**src/common/csr_regs.svh**
```systemverilog
`ifndef CSR_REGS_SVH
`define CSR_REGS_SVH

// -------------------------------------------------------------
// command codes (low byte of each word)
// -------------------------------------------------------------
`define CSR_CMD_CONF    8'h00
`define CSR_CMD_THR_HI  8'h04
`define CSR_CMD_THR_LO  8'h06
`define CSR_CMD_RED     8'h10

// -------------------------------------------------------------
// field positions
// -------------------------------------------------------------
`define CSR_C0_OFF      0
`define CSR_C0_GINT_EN  1
`define CSR_C1_ON       7
`define CSR_C1_HALF_PD  6
`define CSR_C1_GAIN_HI  4
`define CSR_C1_GAIN_LO  3
`define CSR_C1_PERS_HI  2
`define CSR_C1_PERS_LO  1
`define CSR_C1_CAL      0

// -------------------------------------------------------------
// reset values
// -------------------------------------------------------------
`define CSR_CONF0_RST   8'h01
`define CSR_CONF1_RST   8'h00
`define CSR_THR_RST     16'h0000
`define CSR_RED_RST     16'h0000

`endif

```
**src/common/csr_pkg.sv**
```systemverilog
`default_nettype none
package csr_pkg;

    // serial slave states, one-hot
    typedef enum logic [6:0] {
        CSR_IDLE  = 7'h01,
        CSR_ADDR  = 7'h02,
        CSR_ACK_A = 7'h04,
        CSR_WR    = 7'h08,
        CSR_ACK_W = 7'h10,
        CSR_RD    = 7'h20,
        CSR_ACK_R = 7'h40
    } csr_fsm_t;

    // one finished measurement from the converter logic
    typedef struct packed {
        logic        done;
        logic [15:0] red;
        logic [15:0] green;
    } csr_meas_t;

    // settings driven into the analog front end
    typedef struct packed {
        logic       sensor_on;
        logic       half_diode;
        logic [1:0] gain;
        logic       calib_en;
    } csr_ctrl_t;

    // whole state of the block
    typedef struct packed {
        csr_fsm_t    fsm;
        logic [2:0]  scl_sy;
        logic [2:0]  sda_sy;
        logic [3:0]  cnt;
        logic [7:0]  sh;
        logic        rw;
        logic        first;
        logic        nack;
        logic [7:0]  ptr;
        logic [7:0]  stage;
        logic        sda_oe;
        logic        sda_o;
        logic [7:0]  conf0;
        logic [7:0]  conf1;
        logic [15:0] thr_hi;
        logic [15:0] thr_lo;
        logic [15:0] red;
        logic [3:0]  pers_cnt;
        logic        green_int;
        logic        sensor_on;
    } csr_state_t;

endpackage
`default_nettype wire

```
**src/hdl/csr_config_threshold.sv**
```systemverilog
`timescale 1ns/1ps
`default_nettype none
`include "csr_regs.svh"

module csr_config_threshold
    import csr_pkg::*;
#(
    parameter logic [6:0] DEV_ADDR = 7'h10
) (
    // clock and reset
    input  wire logic       sys_clk,
    input  wire logic       rst_n,
    // serial host pins, data is open drain
    input  wire logic       scl_in,
    input  wire logic       sda_in,
    output logic            sda_out,
    output logic            sda_oe,
    // measurement results
    input  wire csr_meas_t  meas,
    input  wire logic       green_int_clear,
    // front end control and event
    output csr_ctrl_t       ctrl,
    output logic            green_int
);

    csr_state_t st;
    csr_state_t next_st;

    // -------------------------------------------------------------
    // bus condition detection
    // -------------------------------------------------------------
    // bit 0 is the first sync stage, bit 1 the second, bit 2 the previous
    logic scl_rise;
    logic scl_fall;
    logic bus_start;
    logic bus_stop;
    logic byte_full;
    logic out_win;
    logic [3:0] pers_target;
    logic [7:0] rd_byte;
    logic [7:0] rd_ptr;
    logic [15:0] rd_word;

    assign scl_rise  = st.scl_sy[1] & ~st.scl_sy[2];
    assign scl_fall  = ~st.scl_sy[1] & st.scl_sy[2];
    assign bus_start = st.scl_sy[1] & st.scl_sy[2] & ~st.sda_sy[1] & st.sda_sy[2];
    assign bus_stop  = st.scl_sy[1] & st.scl_sy[2] & st.sda_sy[1] & ~st.sda_sy[2];
    assign byte_full = (st.cnt == 4'h8);

    assign out_win = (meas.green > st.thr_hi) | (meas.green < st.thr_lo);
    assign pers_target = 4'(4'h1 << st.conf1[`CSR_C1_PERS_HI:`CSR_C1_PERS_LO]);

    // -------------------------------------------------------------
    // read data mux
    // -------------------------------------------------------------
    // unmapped command codes read as zero
    always_comb begin
        // a read acknowledge fetches the byte after the one just sent
        rd_ptr = (st.fsm == CSR_ACK_R) ? 8'(st.ptr + 8'h01) : st.ptr;
        case ({rd_ptr[7:1], 1'b0})
            `CSR_CMD_CONF:   rd_word = {st.conf1, st.conf0};
            `CSR_CMD_THR_HI: rd_word = st.thr_hi;
            `CSR_CMD_THR_LO: rd_word = st.thr_lo;
            `CSR_CMD_RED:    rd_word = st.red;
            default:         rd_word = 16'h0000;
        endcase
        rd_byte = rd_ptr[0] ? rd_word[15:8] : rd_word[7:0];
    end

    // -------------------------------------------------------------
    // next state
    // -------------------------------------------------------------
    always_comb begin
        next_st = st;
        next_st.scl_sy = {st.scl_sy[1:0], scl_in};
        next_st.sda_sy = {st.sda_sy[1:0], sda_in};
        if (scl_rise && !byte_full) begin
            next_st.cnt = 4'(st.cnt + 4'h1);
        end
        case (st.fsm)
            CSR_IDLE: begin
                next_st.sda_oe = 1'b0;
            end
            CSR_ADDR: begin
                if (scl_rise && !byte_full) begin
                    next_st.sh = {st.sh[6:0], st.sda_sy[1]};
                end
                if (scl_fall && byte_full) begin
                    if (st.sh[7:1] == DEV_ADDR) begin
                        next_st.sda_oe = 1'b1;
                        next_st.rw     = st.sh[0];
                        next_st.fsm    = CSR_ACK_A;
                    end else begin
                        next_st.fsm = CSR_IDLE;
                    end
                end
            end
            CSR_ACK_A: begin
                if (scl_fall) begin
                    next_st.cnt = 4'h0;
                    if (st.rw) begin
                        next_st.sh     = rd_byte;
                        next_st.sda_oe = ~rd_byte[7];
                        next_st.fsm    = CSR_RD;
                    end else begin
                        next_st.sda_oe = 1'b0;
                        next_st.first  = 1'b1;
                        next_st.fsm    = CSR_WR;
                    end
                end
            end
            CSR_WR: begin
                if (scl_rise && !byte_full) begin
                    next_st.sh = {st.sh[6:0], st.sda_sy[1]};
                end
                if (scl_fall && byte_full) begin
                    next_st.sda_oe = 1'b1;
                    next_st.fsm    = CSR_ACK_W;
                    if (st.first) begin
                        next_st.first = 1'b0;
                        next_st.ptr   = st.sh;
                    end else if (!st.ptr[0]) begin
                        // low byte waits so the word lands in one step
                        next_st.stage = st.sh;
                        next_st.ptr   = 8'(st.ptr + 8'h01);
                    end else begin
                        next_st.ptr = 8'(st.ptr + 8'h01);
                        case ({st.ptr[7:1], 1'b0})
                            `CSR_CMD_CONF: begin
                                next_st.conf0 = st.stage;
                                next_st.conf1 = st.sh;
                            end
                            `CSR_CMD_THR_HI: next_st.thr_hi = {st.sh, st.stage};
                            `CSR_CMD_THR_LO: next_st.thr_lo = {st.sh, st.stage};
                            default: ;
                        endcase
                    end
                end
            end
            CSR_ACK_W: begin
                if (scl_fall) begin
                    next_st.sda_oe = 1'b0;
                    next_st.cnt    = 4'h0;
                    next_st.fsm    = CSR_WR;
                end
            end
            CSR_RD: begin
                if (scl_fall) begin
                    if (byte_full) begin
                        next_st.sda_oe = 1'b0;
                        next_st.fsm    = CSR_ACK_R;
                    end else begin
                        next_st.sh     = {st.sh[6:0], 1'b0};
                        next_st.sda_oe = ~st.sh[6];
                    end
                end
            end
            CSR_ACK_R: begin
                if (scl_rise) begin
                    next_st.nack = st.sda_sy[1];
                end
                if (scl_fall) begin
                    // host acknowledge asks for the next byte
                    if (st.nack) begin
                        next_st.fsm = CSR_IDLE;
                    end else begin
                        next_st.ptr    = 8'(st.ptr + 8'h01);
                        next_st.cnt    = 4'h0;
                        next_st.sh     = rd_byte;
                        next_st.sda_oe = ~rd_byte[7];
                        next_st.fsm    = CSR_RD;
                    end
                end
            end
            default: begin
                next_st.fsm = CSR_IDLE;
            end
        endcase
        // start and stop override any state; pointer survives a restart
        if (bus_start) begin
            next_st.fsm    = CSR_ADDR;
            next_st.cnt    = 4'h0;
            next_st.sda_oe = 1'b0;
        end else if (bus_stop) begin
            next_st.fsm    = CSR_IDLE;
            next_st.sda_oe = 1'b0;
        end

        // result loads from the converter only
        if (meas.done) begin
            next_st.red = meas.red;
        end
        // consecutive out-of-window count, set beats clear
        if (green_int_clear) begin
            next_st.green_int = 1'b0;
        end
        if (meas.done) begin
            if (!out_win) begin
                next_st.pers_cnt = 4'h0;
            end else if (4'(st.pers_cnt + 4'h1) >= pers_target) begin
                next_st.pers_cnt = 4'h0;
                if (st.conf0[`CSR_C0_GINT_EN]) begin
                    next_st.green_int = 1'b1;
                end
            end else begin
                next_st.pers_cnt = 4'(st.pers_cnt + 4'h1);
            end
        end
        // on only when the on bit is set and the off bit is clear
        next_st.sensor_on = next_st.conf1[`CSR_C1_ON] & ~next_st.conf0[`CSR_C0_OFF];
    end

    // -------------------------------------------------------------
    // state register
    // -------------------------------------------------------------
    always_ff @(posedge sys_clk) begin
        if (!rst_n) begin
            st        <= '0;
            st.fsm    <= CSR_IDLE;
            st.scl_sy <= 3'h7;
            st.sda_sy <= 3'h7;
            st.conf0  <= `CSR_CONF0_RST;
            st.conf1  <= `CSR_CONF1_RST;
            st.thr_hi <= `CSR_THR_RST;
            st.thr_lo <= `CSR_THR_RST;
            st.red    <= `CSR_RED_RST;
        end else begin
            st <= next_st;
        end
    end

    // outputs are state flops
    assign sda_out          = st.sda_o;
    assign sda_oe           = st.sda_oe;
    assign green_int        = st.green_int;
    assign ctrl.sensor_on   = st.sensor_on;
    assign ctrl.half_diode  = st.conf1[`CSR_C1_HALF_PD];
    assign ctrl.gain        = st.conf1[`CSR_C1_GAIN_HI:`CSR_C1_GAIN_LO];
    assign ctrl.calib_en    = st.conf1[`CSR_C1_CAL];

    // -------------------------------------------------------------
    // checks
    // -------------------------------------------------------------
    conf_reset_a: assert property (@(posedge sys_clk)
        !rst_n |=> (st.conf0 == `CSR_CONF0_RST && st.conf1 == `CSR_CONF1_RST))
        else $error("configuration not at reset value");

    power_gate_a: assert property (@(posedge sys_clk) disable iff (!rst_n)
        ctrl.sensor_on == (st.conf1[`CSR_C1_ON] & ~st.conf0[`CSR_C0_OFF]))
        else $error("sensor on does not follow power bits");

    pair_commit_a: assert property (@(posedge sys_clk) disable iff (!rst_n)
        $changed(st.thr_hi) |-> ($past(st.ptr[0]) && $past(st.fsm) == CSR_WR))
        else $error("threshold changed outside word commit");

    lo_commit_a: assert property (@(posedge sys_clk) disable iff (!rst_n)
        $changed(st.thr_lo) |-> ($past(st.ptr) == 8'h07 && $past(st.fsm) == CSR_WR))
        else $error("low threshold changed outside word commit");

    conf_pair_a: assert property (@(posedge sys_clk) disable iff (!rst_n)
        $changed(st.conf1) |-> ($past(st.ptr) == 8'h01 && $past(st.fsm) == CSR_WR))
        else $error("configuration changed outside pair commit");

    int_sticky_a: assert property (@(posedge sys_clk) disable iff (!rst_n)
        (green_int && !green_int_clear) |=> green_int)
        else $error("green event dropped without clear");

    int_clear_a: assert property (@(posedge sys_clk) disable iff (!rst_n)
        (green_int_clear && !meas.done) |=> !green_int)
        else $error("green event survived clear");

    red_load_a: assert property (@(posedge sys_clk) disable iff (!rst_n)
        $changed(st.red) |-> $past(meas.done))
        else $error("red result changed without measurement");

    gint_cause_a: assert property (@(posedge sys_clk) disable iff (!rst_n)
        $rose(green_int) |-> ($past(meas.done) && $past(st.conf0[`CSR_C0_GINT_EN])))
        else $error("green event without enabled measurement");

    persist_one_a: assert property (@(posedge sys_clk) disable iff (!rst_n)
        (meas.done && out_win && st.conf1[2:1] == 2'h0 && st.conf0[`CSR_C0_GINT_EN])
        |=> green_int)
        else $error("single crossing did not raise event");

    persist_eight_a: assert property (@(posedge sys_clk) disable iff (!rst_n)
        ($rose(green_int) && $past(st.conf1[2:1]) == 2'h3) |-> $past(st.pers_cnt) == 4'h7)
        else $error("eight crossing count wrong");

    addr_nack_a: assert property (@(posedge sys_clk) disable iff (!rst_n)
        (st.fsm == CSR_ADDR && scl_fall && byte_full && st.sh[7:1] != DEV_ADDR && !bus_start)
        |=> (!sda_oe && st.fsm == CSR_IDLE))
        else $error("foreign address acknowledged");

endmodule // csr_config_threshold
`default_nettype wire

```
**config.mk**
```make
export PLATFORM = sky130hd
export DESIGN_NAME = csr_config_threshold
export DESIGN_NICKNAME = d
export VERILOG_FILES = /design/src/common/csr_pkg.sv /design/src/hdl/csr_config_threshold.sv
export VERILOG_INCLUDE_DIRS = /design/src /design/src/common
export SDC_FILE = /design/constraint.sdc
export NUM_CORES = 1
export LEC_CHECK = 0
export BUFFER_PORTS_ARGS = -buffer_cell sky130_fd_sc_hd__buf_2
export CAP_MARGIN = 20
export CORE_MARGIN = 2
export CORE_UTILIZATION = 35
export DETAILED_ROUTE_END_ITERATION = 6
export MAX_ROUTING_LAYER = met4
export PLACE_DENSITY = 0.62
export SYNTH_ARGS = -nofsm -noshare
export SYNTH_HDL_FRONTEND = slang
export SYNTH_SLANG_ARGS = --single-unit
```
**constraint.sdc**
```tcl
create_clock -name sys_clk -period 3.18 [get_ports sys_clk]
set_input_delay 0.159 -clock sys_clk [delete_from_list [all_inputs] [get_ports sys_clk]]
set_output_delay 0.159 -clock sys_clk [all_outputs]
set_load 0.05 [all_outputs]
```
Yosys cells after proc, flatten, opt, wreduce, memory -nomap -nowiden
Cells that the tools add are included.
Word-level totals
  memory bits (read-only): 0
  memories kept: 0
  bits of input ports: 38
  flip-flop bits (word level): 115
  memory bits (writable): 0
  logic and storage cells: 170
  latch bits: 0
Operators by class
  $add $sub $neg: 3
  equality and inequality tests: 35
  reduce and logical (&&, ||, !) cells: 24
  multipliers: 0
  multiplexer cells: 62
  div/mod/pow operators: 0
  bitwise gates (word level): 20
  order comparisons: 3
  shift-type cells: 1
Operators with widths (number)
  $mux 41: 4
  $mux 8: 11
  $pmux 16 s4: 1
  $mux 7: 7
  $pmux 7 s7: 1
  $mux 12: 3
  $eq 7x2->1 const B: 5
  $mux 16: 2
  $pmux 8 s4: 1
  $ne 4x4->1 const B: 7
  $ne 2x2->1 const B: 12
  $reduce_and 8->1: 3
  $mux 1: 17
  $mux 17: 1
  $gt 16x16->1: 1
  $lt 16x16->1: 1
  $mux 4: 4
  $pmux 8 s2: 1
  $reduce_and 5->1: 3
  $eq 7x4->1 const B: 2
  $eq 7x5->1 const B: 2
  $logic_not 7->1: 2
  $mux 6: 2
  $pmux 4 s3: 1
  30 further kinds: 54

Longest topological paths before layout
  word-level depth: 9
  depth in mapped cells: 12

Worst setup path after synthesis
OpenSTA, ideal clock, no wires.
  kind: flip-flop to flip-flop
  from: register st[80] in the netlist's numbering
  to: register st[96] in the netlist's numbering
  setup slack: 0.320 ns
  cell stages (with the launch flop): 12
  setup time: 0.127 ns
  data arrival time: 2.733 ns
  clock period less this slack: 2.860 ns
  cells stage by stage: dfxtp_1 -> ha_1 -> buf_2 -> or4b_1 -> nor2_8 -> mux2_2 -> and3_1 -> buf_2 -> buf_6 -> a222oi_1 -> a21boi_1 -> or3_1
Between the ends
  cells in the longest elaborated chain, start to end: 8
  elaborated cells between the ends (all ways): 13
RTL lines
  start, declared: RTL line csr_config_threshold.sv:26  | csr_state_t st;
  start signal, assigned: RTL line csr_config_threshold.sv:228  | st <= next_st;
  $add 8x1->8: RTL line csr_config_threshold.sv:59  | rd_ptr = (st.fsm == CSR_ACK_R) ? 8'(st.ptr + 8'h01) : st.ptr;
  $mux 8 (*): RTL line csr_config_threshold.sv:59
  $eq 7x4->1 (tied with other cells): RTL line csr_config_threshold.sv:60  | case ({rd_ptr[7:1], 1'b0})
  $pmux 16 s4: RTL line csr_config_threshold.sv:60
  $mux 8 (*): RTL line csr_config_threshold.sv:67  | rd_byte = rd_ptr[0] ? rd_word[15:8] : rd_word[7:0];
  $mux 12 or $mux 8 (tied branches): RTL line csr_config_threshold.sv:164, csr_config_threshold.sv:101
  $mux 12 (on tied branches): RTL line csr_config_threshold.sv:162, csr_config_threshold.sv:99
  $pmux 8 s4 (*): RTL line csr_config_threshold.sv:80  | case (st.fsm)
Every way passes the cells marked *; elsewhere a longest branch is shown, timed or not. The select of a mux whose other input is x is not followed.
A chain may end at the register's enable or synchronous reset.

Final worst setup path
  from: register st[80] in the netlist's numbering
  to: register st[94] in the netlist's numbering
The elaborated chain is that of the path after synthesis.

==> flow_metrics.env <==
export IMPL_grt_pass1_vias=5666
export IMPL_hpwl_um=14200
export IMPL_crit_required_ns=3.49
export IMPL_routedWlPerCell_um=17.1
export IMPL_tns_ns=0
export IMPL_die_h_um=143
export IMPL_first_pass_iters=7
export IMPL_synth_edf_count=0
export IMPL_power_density_nw_per_um2=447
export IMPL_grt_max_degree=34
export IMPL_nets=943
export IMPL_crit_arrival_ns=3.24
export IMPL_layout_common_cells="nor2_1 (125), dfxtp_1 (115), mux2i_1 (66)"
export IMPL_peakVddDrop_v=0.000301
export IMPL_max_slew_margin=0.468
export IMPL_clk_latency_ns=0.42
export IMPL_grt_pass1_wl_um=30400
export IMPL_cp_slowest_cell="or4b_1"
export IMPL_synth_warnings=0
export IMPL_fp_dieArea_um2=20400
export IMPL_yosysTopAreaCell="dfxtp_1"
export IMPL_ios=46
export IMPL_hold_violations=0
export IMPL_core_um2=18800
export IMPL_clock_sinks=115
export IMPL_rsz0062_at_grt="false"
export IMPL_regArea_um2=2300
export IMPL_fmax_mhz=341
export IMPL_vias_per_cell=5.43
export IMPL_cp_buffers_inverters=0
export IMPL_finClkSkew_ns=0.00922
export IMPL_diodes=0
export IMPL_synthArstFlopShare=0
export IMPL_place_ws_ns=0.283
export IMPL_die_w_um=143
export IMPL_endpoint_kind="flip-flop"
export IMPL_setup_ws_ns=0.243
export IMPL_vias=6046
export IMPL_cts_tree="yes"
export IMPL_cap_violations=0
export IMPL_yosysSeqAreaShare=0.342
export IMPL_start_util=0.359
export IMPL_area_growth_pct=18.5
export IMPL_syn_cell_area_um2=6730
export IMPL_port_buffers=44
export IMPL_critPathMaxStageDelay_ns=0.55
export IMPL_synth_seq_cells=115
export IMPL_fin_crit_sh=0.924
export IMPL_yosys_top_cells_area="dfxtp_1 (34%), mux2i_1 (9.8%), ha_1 (7.3%), nor2_1 (7.0%), a21oi_1 (3.0%)"
export IMPL_path_clk_slew_ns=0.06
export IMPL_crit_fanout=14
export IMPL_root_buffer="clkbuf_16"
export IMPL_drc_errors=0
export IMPL_multiInputGateArea_um2=3990
export IMPL_gr_total_overflow=0
export IMPL_final_common_cell="nor2_1"
export IMPL_antenna_left=0
export IMPL_synthFlopType="dfxtp_1"
export IMPL_postCtsResizedCells=0
export IMPL_critical_path_top_delay_family="simple AND/OR/NAND/NOR gates"
export IMPL_htree_levels=4
export IMPL_synth_top_cell_area_share=0.342
export IMPL_syn_inst=806
export IMPL_track_usage=0.199
export IMPL_row_count=50
export IMPL_p_leak_nw=3.15
export IMPL_drive_gt1_frac=0.151
export IMPL_finalSetupViolCount=0
export IMPL_synth_nets=883
export IMPL_gp_congestion=0.883
export IMPL_clk_path_buf_depth=2
export IMPL_antenna_found_initial=0
export IMPL_routed_wirelength_um=19000
export IMPL_status="completed"
export IMPL_yosysUniqueCellTypes=68
export IMPL_path_class="reg2reg"
export IMPL_cp_start_kind="flip-flop"
export IMPL_layout_min_cycle_time_ns=2.94
export IMPL_cts_buffers=17
export IMPL_fill_cells=1893
export IMPL_crit_chain="ha_1, or4b_1, nor2_8, mux2_2, and3_1, a222oi_1, a21boi_1, or3_1"
export IMPL_drt_initial_drc_count=457
export IMPL_tightest_slew_ns=0.790
export IMPL_drv_slew=0
export IMPL_hold_path_class="in2reg"
export IMPL_syn_area_per_cell_um2=8.35
[logic make-up after synthesis]
logic type               synth area share
AND/OR/NAND/NOR                     0.215
AO/OA/AOI/OAI                       0.180
flip-flops                          0.342
buffers and inverters              0.0654
multiplexers                        0.107
adder cells (fa/ha/maj)            0.0725
XOR/XNOR                           0.0182
other                            0.000557
[timing repair]
action | CTS | global route
endpoints found under the setup margin | 0 | 0
hold buffers | 17 | 0
buffers inserted | 0 | 0
endpoints found under the hold margin | 17 | 0
[synth_stat cells, types with 3 or more instances]
cell type    n
nor2_1     125
dfxtp_1    115
mux2i_1     66
inv_1       46
nand2_1     46
a21oi_1     41
ha_1        39
clkbuf_1    29
o21ai_0     27
nand2b_1    18
nand3_1     16
a22oi_1     15
nor3_1      14
a21o_1      12
or3_1       11
a21boi_1    10
a22o_1      10
buf_2       10
nand4_1      9
o211ai_1     9
buf_4        8
and3_1       7
xnor2_1      7
xor2_1       7
a211oi_1     6
a222oi_1     6
nor2b_1      6
nor4_1       6
or3b_2       6
mux2_2       5
nand3b_1     5
a32o_1       4
o31a_1       4
o31ai_1      4
a31oi_1      3
buf_1        3
buf_6        3
nor3_2       3
o21a_1       3
o32ai_1      3
or4_1        3
[metrics by stage]
stage	cells	power (mW)	area (µm²)	util	hold slack (ns)
3_3_place_gp	1064	1.71	7230	0.385	0.348
6_report	1113	3.56	7980	0.425	0.00759
5_1_grt	1113	3.70	7980	0.425	0.00958
2_1_floorplan	806	1.64	6730	-	0.255
4_1_cts	1113	3.60	7980	0.425	0.000553
3_5_place_dp	1064	1.71	7230	0.385	0.343
[registers in the layout (all words and copies together) (netlist names)]
name and cells:
sda_oe 1, green_int 1, st 104, next_st 4, ctrl 5
[area by class of cell]
cell class | count | area share
repair buffers | 94 | 0.0800
well taps | 234 | 0.0367
inverters | 47 | 0.0221
multi-input cells | 591 | 0.500
clock buffers | 18 | 0.0538
flip-flops and latches | 115 | 0.289
clock inverters | 14 | 0.0184
[power breakdown]
group | switching [mW] | internal (mW) | total [mW]
registers | 0.0166 | 1.46 | 1.48
logic | 0.123 | 0.0998 | 0.222
clock network | 0.768 | 1.10 | 1.87
[worst min-delay path, cell delays in order]
cell and delay (ns):
buf_2 0.09, mux2i_1 0.06, nor2_1 0.08
[worst paths after layout]
| path | start | slack (ns) | end | cells past startpoint |
|---|---|---|---|---|
| worst min register to register | next_st[104] | 0.41 | next_st[105] | 1 |
| worst min-delay path | meas[17] | 0.008 | st[7] | 3 |
| worst max-delay path | st[80] | 0.24 | st[94] | 8 |
| worst max register to register | st[80] | 0.24 | st[94] | 8 |
[layer usage]
metal | track usage | part of all wire | wire, µm | up-vias
li1 | - | - | - | 2991
met1 | 0.266 | 0.48 | 9130 | 2851
met2 | 0.301 | 0.44 | 8450 | 176
met3 | 0.0335 | 0.048 | 912 | 28
met4 | 0.0750 | 0.027 | 505 | 0
met5 | - | 0 | 0 | -
Power figures use the tool's default switching activity.
